[config.mk]
export PLATFORM = sky130hd
export DESIGN_NAME = uart_lin_host
export DESIGN_NICKNAME = d
export VERILOG_FILES = /design/src/uart_host_pkg.sv /design/src/uart_lin_host.sv
export SDC_FILE = /design/constraint.sdc
export NUM_CORES = 1
export LEC_CHECK = 0
export ABC_AREA = 1
export BUFFER_PORTS_ARGS = -buffer_cell sky130_fd_sc_hd__clkbuf_2
export CAP_MARGIN = 20
export CORE_MARGIN = 4
export CORE_UTILIZATION = 35
export CTS_CLUSTER_SIZE = 16
export DETAILED_ROUTE_END_ITERATION = 12
export PLACE_DENSITY = 0.66
export REMOVE_ABC_BUFFERS = 1
export SYNTH_ARGS = -nofsm -noshare
export SYNTH_HDL_FRONTEND = slang
export SYNTH_SLANG_ARGS = --single-unit
[constraint.sdc]
create_clock -name clock -period 3.4 [get_ports clock]
set_clock_uncertainty 0.15 [all_clocks]
set_input_delay 0.85 -clock clock [delete_from_list [all_inputs] [get_ports clock]]
set_output_delay 0.85 -clock clock [all_outputs]
set_load 0.03 [all_outputs]
[src/uart_host_pkg.sv]
// uart host package: device register map, own register map, carriers and states.
// assumes the device answers a read on the cycle after its read strobe.
`default_nettype none

package uart_host_pkg;

    // ******************************************************
    // device register indices, reached through the device port
    // ******************************************************
    localparam logic [3:0] DEV_MODE = 4'h0;
    localparam logic [3:0] DEV_TXSTAT = 4'h1;
    localparam logic [3:0] DEV_BAUD = 4'h2;
    localparam logic [3:0] DEV_CLKSEL = 4'h3;
    localparam logic [3:0] DEV_EXTCTL = 4'h4;
    localparam logic [3:0] DEV_RXERR = 4'h5;
    localparam logic [3:0] DEV_TXBUF = 4'h6;
    localparam logic [3:0] DEV_RXBUF = 4'h7;
    localparam logic [3:0] DEV_PORTLATCH = 4'h8;
    localparam logic [3:0] DEV_PORTDIR = 4'h9;

    // ******************************************************
    // device field positions and values
    // ******************************************************
    localparam int MODE_POWER = 7;
    localparam int MODE_TXEN = 6;
    localparam int MODE_RXEN = 5;
    localparam int MODE_PAR_LSB = 3;
    localparam int TXSTAT_FULL = 1;
    localparam int TXSTAT_BUSY = 0;
    localparam int EXT_BRK_RX = 6;
    localparam int EXT_BRK_TX = 5;
    localparam int EXT_DIR = 1;
    localparam int EXT_INV = 0;
    localparam logic [7:0] PORT_LATCH_HIGH = 8'h08;
    localparam logic [7:0] PORT_DIR_OUT = 8'hf7;
    localparam logic [7:0] TXSTAT_IDLE = 8'h00;

    // ******************************************************
    // own registers on the ahb-lite side
    // ******************************************************
    localparam logic [7:0] REG_CONFIG = 8'h00;
    localparam logic [7:0] REG_COMMAND = 8'h04;
    localparam logic [7:0] REG_TXDATA = 8'h08;
    localparam logic [7:0] REG_STATUS = 8'h0c;
    localparam logic [7:0] REG_RXDATA = 8'h10;
    localparam logic [16:0] CONFIG_RESET = 17'h00010;
    localparam int CMD_START = 0;
    localparam int CMD_STOP = 1;
    localparam int CMD_BRK_TX = 2;
    localparam int CMD_BRK_RX = 3;
    localparam logic [2:0] HSIZE_WORD = 3'h2;

    // ******************************************************
    // carriers and states
    // ******************************************************
    typedef struct packed {
        logic [1:0] parity;
        logic lin;
        logic inv;
        logic dir;
        logic [3:0] prescale;
        logic [7:0] divisor;
    } cfg_t;

    typedef struct packed {
        logic write;
        logic read;
        logic [3:0] addr;
        logic [7:0] wdata;
    } devReq_t;

    typedef enum logic [4:0] {
        ST_IDLE = 5'h00,
        ST_LATCH = 5'h01,
        ST_DIR = 5'h03,
        ST_CLK = 5'h02,
        ST_BAUD = 5'h06,
        ST_EXT = 5'h07,
        ST_PWR = 5'h05,
        ST_EN = 5'h04,
        ST_TXPOLL = 5'h0c,
        ST_TXCHK = 5'h0d,
        ST_TXWR = 5'h0f,
        ST_RXERR = 5'h0e,
        ST_RXERRCAP = 5'h0a,
        ST_RXBUF = 5'h0b,
        ST_RXBUFCAP = 5'h09,
        ST_STPOLL = 5'h18,
        ST_STCHK = 5'h19,
        ST_STDIS = 5'h1b,
        ST_STOFF = 5'h1a,
        ST_BRK = 5'h12,
        ST_BRKWAIT = 5'h13
    } state_t;

endpackage

`default_nettype wire

[src/uart_lin_host.sv]
// uart host: sequences the serial unit's registers on behalf of software.
// assumes one device whose register port answers reads one cycle after the strobe
// and whose completion interrupts arrive as one-cycle pulses.
`timescale 1ns/1ps
`default_nettype none

module uart_lin_host
    import uart_host_pkg::*;
(
    // clock and reset
    input wire logic clock,
    input wire logic rst_n,
    // ahb-lite slave
    input wire logic hsel,
    input wire logic [31:0] haddr,
    input wire logic [1:0] htrans,
    input wire logic hwrite,
    input wire logic [2:0] hsize,
    input wire logic [31:0] hwdata,
    input wire logic hready,
    output logic hreadyout,
    output logic [31:0] hrdata,
    output logic hresp,
    // device register port
    output devReq_t devReq,
    input wire logic [7:0] devRdata,
    // device completion pulses
    input wire logic devTxDone,
    input wire logic devRxDone
);

    // ******************************************************
    // ahb-lite slave
    // ******************************************************
    state_t state;
    state_t nextState;
    cfg_t cfg;
    cfg_t cfgRun;
    logic running;
    logic startPend;
    logic stopPend;
    logic brkPend;
    logic brkIsRx;
    logic brkDone;
    logic txPend;
    logic [7:0] txByte;
    logic rxEvent;
    logic rxValid;
    logic [7:0] rxByte;
    logic [7:0] rxErr;
    logic wrPhase;
    logic [7:0] wrAddr;

    wire addrTaken = hsel && htrans[1] && hready && hsize == HSIZE_WORD;
    wire rdTaken = addrTaken && !hwrite;
    wire wrData = wrPhase;
    wire cmdWrite = wrData && wrAddr == REG_COMMAND;
    wire busy = state != ST_IDLE;
    wire [31:0] statusWord = {26'h0, rxErr != 8'h00, brkDone, rxValid, txPend, busy, running};
    wire [31:0] readWord =
        haddr[7:0] == REG_CONFIG ? {15'h0, cfg} :
        haddr[7:0] == REG_STATUS ? statusWord :
        haddr[7:0] == REG_RXDATA ? {16'h0, rxErr, rxByte} : 32'h0;

    always_ff @(posedge clock)
    begin
        if (!rst_n)
        begin
            hreadyout <= 1'b0;
            hresp <= 1'b0;
            hrdata <= 32'h0;
            wrPhase <= 1'b0;
            wrAddr <= 8'h00;
        end
        else
        begin
            hreadyout <= 1'b1;
            hresp <= 1'b0;
            hrdata <= rdTaken ? readWord : 32'h0;
            wrPhase <= addrTaken && hwrite;
            wrAddr <= haddr[7:0];
        end
    end

    // ******************************************************
    // software orders
    // ******************************************************
    // orders that cannot apply now are dropped, not queued
    wire startOk = cmdWrite && hwdata[CMD_START] && !running && !startPend;
    wire stopOk = cmdWrite && hwdata[CMD_STOP] && running && !stopPend;
    // breaks only while running, which lasts until the stop sequence ends, and re-armed as soon as ST_BRK is left, even mid-break
    wire brkOk = cmdWrite && (hwdata[CMD_BRK_TX] || hwdata[CMD_BRK_RX]) && running && !brkPend;
    wire txOk = wrData && wrAddr == REG_TXDATA && running && !txPend;
    wire rxRead = rdTaken && haddr[7:0] == REG_RXDATA;

    always_ff @(posedge clock)
    begin
        if (!rst_n)
        begin
            cfg <= cfg_t'(CONFIG_RESET);
            startPend <= 1'b0;
            stopPend <= 1'b0;
            brkPend <= 1'b0;
            brkIsRx <= 1'b0;
            txPend <= 1'b0;
            txByte <= 8'h00;
        end
        else
        begin
            if (wrData && wrAddr == REG_CONFIG)
                cfg <= cfg_t'(hwdata[16:0]);
            startPend <= startOk || (startPend && state != ST_LATCH);
            stopPend <= stopOk || (stopPend && state != ST_STPOLL);
            brkPend <= brkOk || (brkPend && state != ST_BRK);
            if (brkOk)
                brkIsRx <= hwdata[CMD_BRK_RX];
            txPend <= txOk || (txPend && state != ST_TXWR);
            if (txOk)
                txByte <= hwdata[7:0];
        end
    end

    // ******************************************************
    // sequencer
    // ******************************************************
    // in lin mode the whole status must be idle, else only buffer-full counts
    wire txRoom = cfgRun.lin ? devRdata == TXSTAT_IDLE : !devRdata[TXSTAT_FULL];
    wire shiftIdle = !devRdata[TXSTAT_BUSY] && !devRdata[TXSTAT_FULL];
    wire brkEnd = brkIsRx ? devRxDone : devTxDone;

    always_comb
    begin
        nextState = state;
        unique case (state)
            ST_IDLE:
            begin
                if (stopPend)
                    nextState = ST_STPOLL;
                else if (startPend)
                    nextState = ST_LATCH;
                else if (rxEvent && running)
                    nextState = ST_RXERR;
                else if (brkPend)
                    nextState = ST_BRK;
                else if (txPend)
                    nextState = ST_TXPOLL;
            end
            ST_LATCH: nextState = ST_DIR;
            ST_DIR: nextState = ST_CLK;
            ST_CLK: nextState = ST_BAUD;
            ST_BAUD: nextState = ST_EXT;
            ST_EXT: nextState = ST_PWR;
            ST_PWR: nextState = ST_EN;
            ST_EN: nextState = ST_IDLE;
            ST_TXPOLL: nextState = ST_TXCHK;
            ST_TXCHK: nextState = txRoom ? ST_TXWR : ST_TXPOLL;
            ST_TXWR: nextState = ST_IDLE;
            ST_RXERR: nextState = ST_RXERRCAP;
            ST_RXERRCAP: nextState = ST_RXBUF;
            ST_RXBUF: nextState = ST_RXBUFCAP;
            ST_RXBUFCAP: nextState = ST_IDLE;
            ST_STPOLL: nextState = ST_STCHK;
            ST_STCHK: nextState = shiftIdle ? ST_STDIS : ST_STPOLL;
            ST_STDIS: nextState = ST_STOFF;
            ST_STOFF: nextState = ST_IDLE;
            ST_BRK: nextState = ST_BRKWAIT;
            // trigger left alone until the next completion pulse of the direction brkIsRx selects
            ST_BRKWAIT: nextState = brkEnd ? ST_IDLE : ST_BRKWAIT;
            default: nextState = ST_IDLE;
        endcase
    end

    // ******************************************************
    // device accesses, decoded from the coming state
    // ******************************************************
    // lin frames carry no parity
    wire [1:0] parity = cfgRun.lin ? 2'b00 : cfgRun.parity;
    wire [7:0] modeOn = 8'h80 | {3'b000, parity, 3'b000};
    wire [7:0] modeRun = modeOn | 8'h60;
    // triggers written as 0 keep every ordinary rewrite harmless
    wire [7:0] extBase = {6'h00, cfgRun.dir, cfgRun.inv};
    wire [7:0] extBrk = extBase | (brkIsRx ? 8'h40 : 8'h20);
    devReq_t next_devReq;

    always_comb
    begin
        next_devReq = '0;
        unique case (nextState)
            ST_LATCH: next_devReq = '{1'b1, 1'b0, DEV_PORTLATCH, PORT_LATCH_HIGH};
            ST_DIR: next_devReq = '{1'b1, 1'b0, DEV_PORTDIR, PORT_DIR_OUT};
            ST_CLK: next_devReq = '{1'b1, 1'b0, DEV_CLKSEL, {4'h0, cfgRun.prescale}};
            // divisor is software's pick; it must suit the far receiver
            ST_BAUD: next_devReq = '{1'b1, 1'b0, DEV_BAUD, cfgRun.divisor};
            ST_EXT: next_devReq = '{1'b1, 1'b0, DEV_EXTCTL, extBase};
            ST_PWR: next_devReq = '{1'b1, 1'b0, DEV_MODE, modeOn};
            ST_EN: next_devReq = '{1'b1, 1'b0, DEV_MODE, modeRun};
            ST_TXPOLL: next_devReq = '{1'b0, 1'b1, DEV_TXSTAT, 8'h00};
            ST_TXWR: next_devReq = '{1'b1, 1'b0, DEV_TXBUF, txByte};
            ST_RXERR: next_devReq = '{1'b0, 1'b1, DEV_RXERR, 8'h00};
            ST_RXBUF: next_devReq = '{1'b0, 1'b1, DEV_RXBUF, 8'h00};
            ST_STPOLL: next_devReq = '{1'b0, 1'b1, DEV_TXSTAT, 8'h00};
            ST_STDIS: next_devReq = '{1'b1, 1'b0, DEV_MODE, modeOn};
            ST_STOFF: next_devReq = '{1'b1, 1'b0, DEV_MODE, 8'h00};
            ST_BRK: next_devReq = '{1'b1, 1'b0, DEV_EXTCTL, extBrk};
            default: next_devReq = '0;
        endcase
    end

    always_ff @(posedge clock)
    begin
        if (!rst_n)
        begin
            state <= ST_IDLE;
            devReq <= '0;
            cfgRun <= cfg_t'(CONFIG_RESET);
            running <= 1'b0;
        end
        else
        begin
            state <= nextState;
            devReq <= next_devReq;
            // snapshot so later config writes never reach a live unit
            if (nextState == ST_LATCH)
                cfgRun <= cfg;
            running <= (running || state == ST_EN) && state != ST_STOFF;
        end
    end

    // ******************************************************
    // receive capture and break status
    // ******************************************************
    // every reception is followed by an error read then a buffer read
    always_ff @(posedge clock)
    begin
        if (!rst_n)
        begin
            rxEvent <= 1'b0;
            rxValid <= 1'b0;
            rxByte <= 8'h00;
            rxErr <= 8'h00;
            brkDone <= 1'b0;
        end
        else
        begin
            rxEvent <= devRxDone || (rxEvent && state != ST_RXERR);
            rxValid <= state == ST_RXBUFCAP || (rxValid && !rxRead);
            if (state == ST_RXERRCAP)
                rxErr <= devRdata;
            if (state == ST_RXBUFCAP)
                rxByte <= devRdata;
            // a failed break leaves the device flag set; software orders another
            brkDone <= (state == ST_BRKWAIT && brkEnd) || (brkDone && !brkOk);
        end
    end

    logic [7:0] modeShadow;
    always_ff @(posedge clock)
    begin
        if (!rst_n)
            modeShadow <= 8'h00;
        else if (devReq.write && devReq.addr == DEV_MODE)
            modeShadow <= devReq.wdata;
    end

    wire modeWr = devReq.write && devReq.addr == DEV_MODE;
    wire extWr = devReq.write && devReq.addr == DEV_EXTCTL;
endmodule

`default_nettype wire

## Word level (Yosys, flattened, before mapping)

Index checks and enable logic that the tools add are counted.

| operators by class | value |
|---|---|
| add/subtract/negate cells | 0 |
| multipliers | 0 |
| divide/modulo/power cells | 0 |
| $lt $le $gt $ge | 0 |
| equality and inequality tests | 44 |
| shifts and indexed selects | 0 |
| mux-type cells | 18 |
| bitwise logic cells | 3 |
| reductions and logical operators | 60 |

Operators with widths:

| cell | count |
|---|---|
| 14-bit case mux with 13 select lines | 1 |
| 5-bit case mux with 17 select lines | 1 |
| 5-bit by 4-bit == test with 1-bit output, second input constant | 10 |
| 5-bit == test, second input constant | 9 |
| 5-bit by 3-bit == test with 1-bit output, second input constant | 8 |
| 16-bit two-way mux | 2 |
| 1-bit logical AND | 31 |
| 5-bit two-way mux | 6 |
| 8-bit zero test | 3 |
| 5-bit by 2-bit == test with 1-bit output, second input constant | 4 |
| 17-bit two-way mux | 1 |
| 8-bit by 4-bit == test with 1-bit output, second input constant | 2 |
| 5-bit != test, second input constant | 3 |
| 5-bit by 1-bit == test with 1-bit output, second input constant | 2 |
| 1-bit zero test | 10 |
| 5-bit by 4-bit != test with 1-bit output, second input constant | 2 |
| 1-bit logical OR | 9 |
| 8-bit by 3-bit == test with 1-bit output, second input constant | 1 |
| 8-bit by 5-bit == test with 1-bit output, second input constant | 1 |
| 8-bit nonzero test | 1 |
| 7-bit two-way mux | 1 |
| 2-bit by 7-bit OR with 7-bit output | 1 |
| 2-bit two-way mux | 3 |
| 5-bit zero test | 1 |
| other kinds (8) | 12 |

| storage, ports and cells | value |
|---|---|
| flip-flop bits (word level) | 128 |
| bits in latches | 0 |
| memory bits (writable) | 0 |
| bits in read-only memories | 0 |
| logic and storage cells | 159 |
| memories | 0 |

## Longest topological paths before layout

Gate-level depths: netlist of the first run.

| depth | value |
|---|---|
| word-level depth | 9 |
| mapped depth | 14 |
| depth with buffers taken out | 14 |

## Worst setup path after synthesis of the first run

No wires, ideal clock.

| path | value |
|---|---|
| kind | input port to flip-flop |
| start point | in haddr[1] |
| end point | reg hrdata[0] |
| library setup time | 116 ps |
| arrival | 1909 ps |
| required time | 3134 ps |
| slack | 1225 ps |
| cell stages on the path | 8 |
| path through | or2_2 -> nor2_1 -> nand2_1 -> nor2_1 -> inv_1 -> clkbuf_1 -> o211ai_1 -> inv_1 |

| on the way | value |
|---|---|
| cells in the longest elaborated chain, start to end | 4 |
| elaborated cells on any way between the ends | 6 |
| those cells by class | 2 x eq/ne; 3 x mux; 1 x reduce/logical |

RTL lines:

| item | RTL line | source |
|---|---|---|
| start, declared | uart_lin_host.sv:15 | `input wire logic [31:0] haddr,` |
| 8-bit by 5-bit == test with 1-bit output | uart_lin_host.sv:63 | `haddr[7:0] == REG_RXDATA ? {16'h0, rxErr, rxByte} : 32'h0;` |
| 16-bit two-way mux | uart_lin_host.sv:63 |  |
| 16-bit two-way mux | uart_lin_host.sv:62 | `haddr[7:0] == REG_STATUS ? statusWord :` |
| 17-bit two-way mux (*) | uart_lin_host.sv:61 | `haddr[7:0] == REG_CONFIG ? {15'h0, cfg} :` |
| end signal, assigned | uart_lin_host.sv:79 | `hrdata <= rdTaken ? readWord : 32'h0;` |
| end, declared | uart_lin_host.sv:22 | `output logic [31:0] hrdata,` |

Mark *: on every way between the ends. The rest lies on a longest branch, timed or not.
A chain may end at the register's enable or synchronous reset.

## Final worst setup path of the first run

| path | value |
|---|---|
| start point | in devRdata[0] |
| end point | reg devReq[1] in the netlist's numbering |

| on the way | value |
|---|---|
| cells in the longest elaborated chain, start to end | 7 |
| elaborated cells on any way between the ends | 25 |
| those cells by class | 15 x eq/ne; 5 x mux; 5 x reduce/logical |

RTL lines:

| item | RTL line | source |
|---|---|---|
| start, declared | uart_lin_host.sv:26 | `input wire logic [7:0] devRdata,` |
| 8-bit zero test or 1-bit zero test (tied branches) | uart_lin_host.sv:127, uart_lin_host.sv:128 |  |
| 1-bit two-way mux or 1-bit logical AND (tied branches) | uart_lin_host.sv:127, uart_lin_host.sv:128 |  |
| 2-bit two-way mux (on tied branches) | uart_lin_host.sv:156, uart_lin_host.sv:163 |  |
| 5-bit case mux with 17 select lines (*) | uart_lin_host.sv:134 | `unique case (state)` |
| 5-bit == test, or another cell as far along | uart_lin_host.sv:188 | `unique case (nextState)` |
| 2-bit OR reduction (no line) | -- |  |
| 14-bit case mux with 13 select lines (*) | uart_lin_host.sv:188 |  |
| end signal, assigned | uart_lin_host.sv:221 | `devReq <= next_devReq;` |
| end, declared | uart_lin_host.sv:25 | `output devReq_t devReq,` |

Marked as above.

==> results of run 1 <==
cell usage after synthesis, types with 2 or more instances:
cell,instances
sky130_fd_sc_hd__inv_1,72
sky130_fd_sc_hd__a211oi_1,8
sky130_fd_sc_hd__clkbuf_1,14
sky130_fd_sc_hd__nor2_1,92
sky130_fd_sc_hd__clkinv_1,2
sky130_fd_sc_hd__dfxtp_1,113
sky130_fd_sc_hd__nand3_1,36
sky130_fd_sc_hd__o2111ai_1,2
sky130_fd_sc_hd__or2_2,2
sky130_fd_sc_hd__buf_2,9
sky130_fd_sc_hd__o31ai_1,2
sky130_fd_sc_hd__nand3_2,5
sky130_fd_sc_hd__nor3_1,6
sky130_fd_sc_hd__nor2_2,10
sky130_fd_sc_hd__nand2_2,8
sky130_fd_sc_hd__buf_4,16
sky130_fd_sc_hd__buf_6,2
sky130_fd_sc_hd__a21oi_2,2
sky130_fd_sc_hd__nor4_1,2
sky130_fd_sc_hd__o21ai_0,61
sky130_fd_sc_hd__a221oi_1,2
sky130_fd_sc_hd__inv_4,2
sky130_fd_sc_hd__inv_2,7
sky130_fd_sc_hd__a21oi_1,47
sky130_fd_sc_hd__nand4_1,10
sky130_fd_sc_hd__o211ai_1,8
sky130_fd_sc_hd__nor2_4,4
sky130_fd_sc_hd__a31oi_1,2
sky130_fd_sc_hd__nand3b_1,3
sky130_fd_sc_hd__a41oi_1,2
sky130_fd_sc_hd__nand2_1,99
stage by stage:
stage	cell area (um2)	power [uW]	std cells	hold WS, ns	setup WS, ns
floorplan	4760	2240	636	0.274	0.870
global placement	5410	2480	896	0.292	0.592
detailed placement	5410	2490	896	0.293	0.559
CTS	5990	4230	928	0.301	0.972
global route	5990	4410	928	0.327	0.700
finish	5990	4210	928	0.300	0.868
logic make-up (layout without fill, tap and decap cells):
| group | count (synthesis) | in the layout |
|---|---|---|
| other | 1 | 16 |
| AND/OR/NAND/NOR | 284 | 284 |
| flip-flops | 113 | 113 |
| buffers and inverters | 125 | 195 |
| AO/OA/AOI/OAI | 140 | 140 |
flip-flops by register name (all words and copies together), names as in the netlist:
signal     count
devReq        14
brkIsRx        1
brkDone        1
rxEvent        1
state          5
wrData         1
wrAddr         8
running        1
rxErr          8
cfgRun        17
hrdata        17
startPend      1
brkPend        1
cfg           17
stopPend       1
hreadyout      1
txByte         8
rxValid        1
rxByte         8
txPend         1
worst reg2reg max path: stages (launching register included):
cell and delay [ns]:
sky130_fd_sc_hd__dfxtp_1 0.65, sky130_fd_sc_hd__nor2_2 0.12, sky130_fd_sc_hd__nand3_2 0.13, sky130_fd_sc_hd__nor2_2 0.05, sky130_fd_sc_hd__nand2_2 0.33, sky130_fd_sc_hd__inv_4 0.18, sky130_fd_sc_hd__nor2_2 0.15, sky130_fd_sc_hd__nand2_2 0.07
sky130_fd_sc_hd__nor2_4 0.16, sky130_fd_sc_hd__nand3_1 0.09, sky130_fd_sc_hd__nand3_1 0.11, sky130_fd_sc_hd__nand2_1 0.06, sky130_fd_sc_hd__inv_1 0.07
layout make-up:
class / count / area, um2 / area share [%]
inverter: 83 / 317 / 5.28
timing repair buffer: 80 / 413 / 6.89
sequential: 113 / 2260 / 37.8
clock buffer: 23 / 478 / 7.98
tap: 180 / 225 / 3.76
multi-input combinational: 440 / 2190 / 36.6
clock inverter: 9 / 106 / 1.77
layer usage:
| metal | vias to the layer above | wire, um | GRT usage, % |
|---|---|---|---|
| li1 | 2276 | - | - |
| met1 | 2081 | 6100 | 22.5 |
| met2 | 145 | 6220 | 26.8 |
| met3 | 16 | 840 | 4.67 |
| met4 | 0 | 223 | 5.05 |
| met5 | - | 0 | 0 |
final timing paths:
| check | from | endpoint | slack [ns] |
|---|---|---|---|
| setup / recovery | devRdata[0] | devReq[1] | 0.87 |
| hold / removal | rxByte[5] | rxByte[5] | 0.30 |
| setup reg to reg | state[0] | devReq[1] | 1.02 |
| hold reg to reg | rxByte[5] | rxByte[5] | 0.30 |
cells in the final DEF (no fill, tap or decap), types with 16 or more instances in the layout:
master	Yosys	layout
sky130_fd_sc_hd__nor2_1	92	92
sky130_fd_sc_hd__o21ai_0	61	61
sky130_fd_sc_hd__dfxtp_1	113	113
sky130_fd_sc_hd__a21oi_1	47	47
sky130_fd_sc_hd__nand2_1	99	99
sky130_fd_sc_hd__inv_1	72	72
sky130_fd_sc_hd__clkbuf_16	0	17
sky130_fd_sc_hd__conb_1	1	16
sky130_fd_sc_hd__clkbuf_2	0	75
sky130_fd_sc_hd__nand3_1	36	36
power groups by stage:
stage | Sequential [uW] | Clock [uW] | Combinational, uW
4_1_cts | 1550 | 1760 | 917
3_3_place_gp | 1580 | 0 | 908
2_1_floorplan | 1620 | 0 | 615
5_1_grt | 1570 | 1830 | 1020
3_5_place_dp | 1580 | 0 | 910
6_report | 1550 | 1740 | 918
==> impl_metrics.env, run 1 <==
export IMPL_status="finished clean"
export IMPL_area_growth_synth_to_final_pct=21.0
export IMPL_drcViolationCount=0
export IMPL_maxSlewHeadroom_pct=54.9
export IMPL_worst_setup_path_type="primary input to flop"
export IMPL_fmax_ghz=0.395
export IMPL_synth_seq_cells=113
export IMPL_synth_seq_area_share_pct=45.7
export IMPL_worst_path_arrival_time_ns=2.73
export IMPL_synth_adder_area_share_pct=0
export IMPL_final_antenna_net_count=0
export IMPL_swShare_pct=32.0
export IMPL_synth_area_leaders="sky130_fd_sc_hd__dfxtp_1 46%, sky130_fd_sc_hd__nand2_1 7.5%, sky130_fd_sc_hd__nor2_1 7.0%"
export IMPL_drt_vias_per_instance=4.87
export IMPL_worst_r2r_cell_count=12
export IMPL_finalMaxSlewViolations=0
export IMPL_worst_ep_required_time_ns=3.60
export IMPL_main_combinational_cell_family_by_area_after_synthesis="simple AND/OR/NAND/NOR gates"
export IMPL_final_core_util_pct=43.2
export IMPL_whs_path_depth=2
export IMPL_placeableCoreArea_um2=13900
export IMPL_antenna_cells=0
export IMPL_synth_async_reset_ratio_pct=0
export IMPL_switching_power_uw=1350
export IMPL_nets=819
export IMPL_io_buffer_count=75
export IMPL_power_share_sequential_pct=36.9
export IMPL_die_area_um2=16100
export IMPL_crit_slowest_cell="sky130_fd_sc_hd__o21ai_0"
export IMPL_wire_length_of_the_first_global_routing_pass_um=21500
export IMPL_power_per_cell_area_nw_per_um2=702
export IMPL_io_pins=132
export IMPL_htreeDepth=4
export IMPL_share_clk_of_total_power_pct=41.3
export IMPL_placementRows=43
export IMPL_synth_warning_count=0
export IMPL_first_global_vias=4113
export IMPL_rsz0062_at_grt="no"
export IMPL_critPathMaxStageDelay_ns=0.47
export IMPL_cp_num_cells=12
export IMPL_clock_insertion_delay_worst_skew_ns=0.41
export IMPL_cp_buffers_inverters=2
export IMPL_crit_path_cell_trace="clkbuf_2, nor2_1, nand3_1, o21ai_0, nand2_2, nand2_1, nor2_2, nor2_4, nand3_1, nand3_1, nand2_1, inv_1"
export IMPL_synth_mux_area_fraction_pct=0
export IMPL_postSynthCellCount=663
export IMPL_synth_area_per_cell_um2=7.47
export IMPL_fin_setup_tns_ns=0
export IMPL_synth_largest_area_cell="sky130_fd_sc_hd__dfxtp_1"
export IMPL_pwr_share_comb_pct=21.8
export IMPL_min_delay_path_class="flop to flop"
export IMPL_grt_antenna_before_repair=0
export IMPL_clockBufferDepth=2
export IMPL_detailedRoute_firstPassIterationCount=4
export IMPL_die_width_um=127
export IMPL_cts_hold_buffers_added=0
export IMPL_cts_tree="built"
export IMPL_drv_cap=0
export IMPL_hpwl_um=9630
export IMPL_routed_wl_um=13400
export IMPL_detailedRoute_firstIterationViolations=393
export IMPL_buffers_inserted_by_post_cts_timing_repair=0
export IMPL_startpoint_type="primary input"
export IMPL_critical_path_fanout_max=6
export IMPL_grt_util_all_layers_pct=16.9
export IMPL_setup_violations=0
export IMPL_die_h_um=127
export IMPL_internal_power_contribution_uw=2860
export IMPL_path_delay_family="simple AND/OR/NAND/NOR gates"
export IMPL_cts_made_buffers=17
export IMPL_tightestPinTransition_ns=0.677
export IMPL_detailroute_via_count=4518
export IMPL_syn_cell_area_um2=4950
export IMPL_filler_cell_count=1459
export IMPL_finalWorstPathRequiredPeriod_ns=2.53
export IMPL_drt_wirelength_per_cell_um=14.4
export IMPL_critical_path_top_cell_by_count="sky130_fd_sc_hd__nand3_1"
export IMPL_ctsResizeCount=0
export IMPL_ir_drop_uv=389
export IMPL_synth_compound_area_share_pct=15.9
export IMPL_tritoncts_num_sinks=113
export IMPL_post_route_cells_drive_above_1_share_pct=20.7
export IMPL_post_synthesis_share_of_cell_area_spent_on_and_or_nand_and_nor_gates_pct=27.0
export IMPL_starting_utilization_of_the_core_area_pct=35.7
export IMPL_power_static_leakage_uw=0.00275
export IMPL_clock_tree_root_cell="sky130_fd_sc_hd__clkbuf_16"
export IMPL_synth_top_area_share_pct=45.7
export IMPL_synth_edff_count=0
export IMPL_critPathCaptureType="flop"
export IMPL_final_cycle_share_pct=74.5
export IMPL_post_synth_num_cell_types=44
export IMPL_grt_max_degree=73
export IMPL_fraction_of_synthesized_cell_area_in_xor_and_xnor_cells_pct=0
export IMPL_path_clk_slew_ns=0.05
export IMPL_finalHoldViolations=0
export IMPL_overflow=0
export IMPL_ys_dominant_reg_cell="sky130_fd_sc_hd__dfxtp_1"
export IMPL_globalplace_congestion=0.904
Note: power is estimated with default switching activity, not from simulation.
==> run 2, diff against run 1 <==
--- a/config.mk
+++ b/config.mk
@@ -12,7 +12,7 @@
 export CORE_UTILIZATION = 35
 export CTS_CLUSTER_SIZE = 16
 export DETAILED_ROUTE_END_ITERATION = 12
-export PLACE_DENSITY = 0.66
+export PLACE_DENSITY = 0.68
 export REMOVE_ABC_BUFFERS = 1
 export SYNTH_ARGS = -nofsm -noshare
 export SYNTH_HDL_FRONTEND = slang
==> constraint.sdc (replaced) <==
create_clock -name clock -period 2.04 [get_ports clock]
set_clock_uncertainty 0.15 [all_clocks]
set_input_delay 0.51 -clock clock [delete_from_list [all_inputs] [get_ports clock]]
set_output_delay 0.51 -clock clock [all_outputs]
set_load 0.03 [all_outputs]
==> run 2 against run 1 <==
  * Die area unchanged
  * Combinational power increased by 100%
  * Global-route usage increased by 0.33 points
  * Critical path depth unchanged
  * Register-to-register slack got worse by 0.91 ns
  * Core utilization increased by 2.8 points
  * Non-clock buffer count increased by 40
  * Hold slack got worse by 0.17 ns
  * Sequential power increased by 65%
  * Setup slack got worse by 0.76 ns
  * First-iteration DRC count decreased by 29%
  * Largest power group unchanged
==> impl_metrics.env, run 2 (same netlist as run 1, synthesis figures left out) <==
export IMPL_status="finished clean"
export IMPL_min_from="haddr[0]"
export IMPL_worst_path_arrival_time_ns=2.14
export IMPL_finalMaxSlewViolations=0
export IMPL_detailroute_via_count=4654
export IMPL_critical_path_fanout_max=9
export IMPL_path_clk_slew_ns=0.05
export IMPL_grt_antenna_before_repair=0
export IMPL_design_power_total_uw=7510
export IMPL_nets=859
export IMPL_fmax_ghz=0.518
export IMPL_drv_cap=0
export IMPL_placementRows=43
export IMPL_layoutNonFillerInstCount=968
export IMPL_overflow=0
export IMPL_clock_insertion_delay_worst_skew_ns=0.42
export IMPL_routed_wl_um=13800
export IMPL_cts_made_buffers=17
export IMPL_area_growth_synth_to_final_pct=29.0
export IMPL_rsz0062_at_grt="no"
export IMPL_antenna_cells=0
export IMPL_tritoncts_num_sinks=113
export IMPL_final_antenna_net_count=0
export IMPL_drt_vias_per_instance=4.81
export IMPL_first_global_vias=4297
export IMPL_worst_slack_ns=0.110
export IMPL_hpwl_um=10300
export IMPL_die_area_um2=16100
export IMPL_io_pins=132
export IMPL_grt_max_degree=51
export IMPL_startpoint_type="flop"
export IMPL_reg_largest_list="cfgRun: 17 flops, cfg: 17 flops, hrdata: 17 flops"
export IMPL_final_cycle_share_pct=94.6
export IMPL_detailedRoute_firstPassIterationCount=5
export IMPL_cts_tree="built"
export IMPL_final_common_cell="sky130_fd_sc_hd__dfxtp_1"
export IMPL_power_static_leakage_uw=0.00298
export IMPL_placedInstanceArea_um2=5730
export IMPL_clockBufferDepth=2
export IMPL_finalWorstPathRequiredPeriod_ns=1.93
export IMPL_min_delay_path_class="primary input to flop"
export IMPL_postLayoutCellArea_um2=6390
export IMPL_setup_violations=0
export IMPL_ir_drop_uv=599
export IMPL_drt_wirelength_per_cell_um=14.3
export IMPL_post_route_cells_drive_above_1_share_pct=25.4
export IMPL_power_per_cell_area_nw_per_um2=1180
export IMPL_finalHoldViolations=0
export IMPL_reg2reg_from="state[3]"
export IMPL_grt_util_all_layers_pct=17.2
export IMPL_layout_common_cells="110 x sky130_fd_sc_hd__dfxtp_1, 99 x sky130_fd_sc_hd__nand2_1, 92 x sky130_fd_sc_hd__nor2_1"
export IMPL_detailedPlace_worstSlack_ns=-0.0187
export IMPL_placeableCoreArea_um2=13900
export IMPL_htreeDepth=4
export IMPL_dp_cells=934
export IMPL_die_h_um=127
export IMPL_holdWs_ns=0.132
export IMPL_worst_ep_required_time_ns=2.25
export IMPL_worst_setup_path_startpoint="state[3]"
export IMPL_worst_setup_path_type="flop to flop"
export IMPL_globalplace_congestion=0.897
export IMPL_io_buffer_count=75
export IMPL_starting_utilization_of_the_core_area_pct=35.7
export IMPL_wire_length_of_the_first_global_routing_pass_um=21900
export IMPL_critPathCaptureType="flop"
export IMPL_die_width_um=127
export IMPL_cts_hold_buffers_added=0
export IMPL_drcViolationCount=0
export IMPL_clock_tree_root_cell="sky130_fd_sc_hd__clkbuf_16"
export IMPL_detailedRoute_firstIterationViolations=279
run 2: cell type report:
| cell class | count | area (um2) |
|---|---|---|
| fill | 1418 | 7490 |
| tap | 180 | 225 |
| multi-input combinational | 440 | 2210 |
| clock inverter | 13 | 185 |
| inverter | 83 | 317 |
| timing repair buffer | 120 | 754 |
| sequential | 113 | 2270 |
| clock buffer | 19 | 433 |
run 2: metrics by stage:
stage | util, % | TNS, ns
after floorplan | - | -6.61
after global placement | 41.3 | 0
after detailed placement | 41.3 | -0.0320
after CTS | 45.7 | 0
after global routing | 46.0 | 0
final | 46.0 | 0
run 2: power breakdown:
part	leakage [uW]	switching [uW]	internal [uW]	total, uW
logic	0.00176	1180	667	1840
registers	0.000916	138	2420	2560
clock network	0.000298	1060	2040	3100
run 2: layer usage:
metal  vias up  wire, um  track usage, %
met1      2108      6170            22.7
met4         0       256            5.87
li1       2361         -               -
met2       161      6560            27.9
met3        24       814            3.79
met5         -         0               0
run 2: timing repair:
action	4_1_cts	5_1_grt
endpoints found under the setup margin	0	12
setup buffers	0	2
gates resized for setup	0	7
run 2: path summary, 6_finish.rpt:
kind	endpoint	slack (ns)	cells after the start
max	devReq[0]	0.11	12
min	wrAddr[0]	0.13	3
max reg2reg	devReq[0]	0.11	12
min reg2reg	rxByte[5]	0.31	2
run 2: critical path, stage by stage (launching register included):
cell	delay, ns
sky130_fd_sc_hd__dfxtp_1	0.32
sky130_fd_sc_hd__buf_12	0.14
sky130_fd_sc_hd__nor2_4	0.18
sky130_fd_sc_hd__nand3_2	0.17
sky130_fd_sc_hd__inv_2	0.12
sky130_fd_sc_hd__nand3_2	0.10
sky130_fd_sc_hd__nand2_1	0.13
sky130_fd_sc_hd__nor2_4	0.06
sky130_fd_sc_hd__nor2_4	0.17
sky130_fd_sc_hd__nand3_1	0.09
sky130_fd_sc_hd__nand3_1	0.13
sky130_fd_sc_hd__nand2_1	0.07
sky130_fd_sc_hd__inv_1	0.05
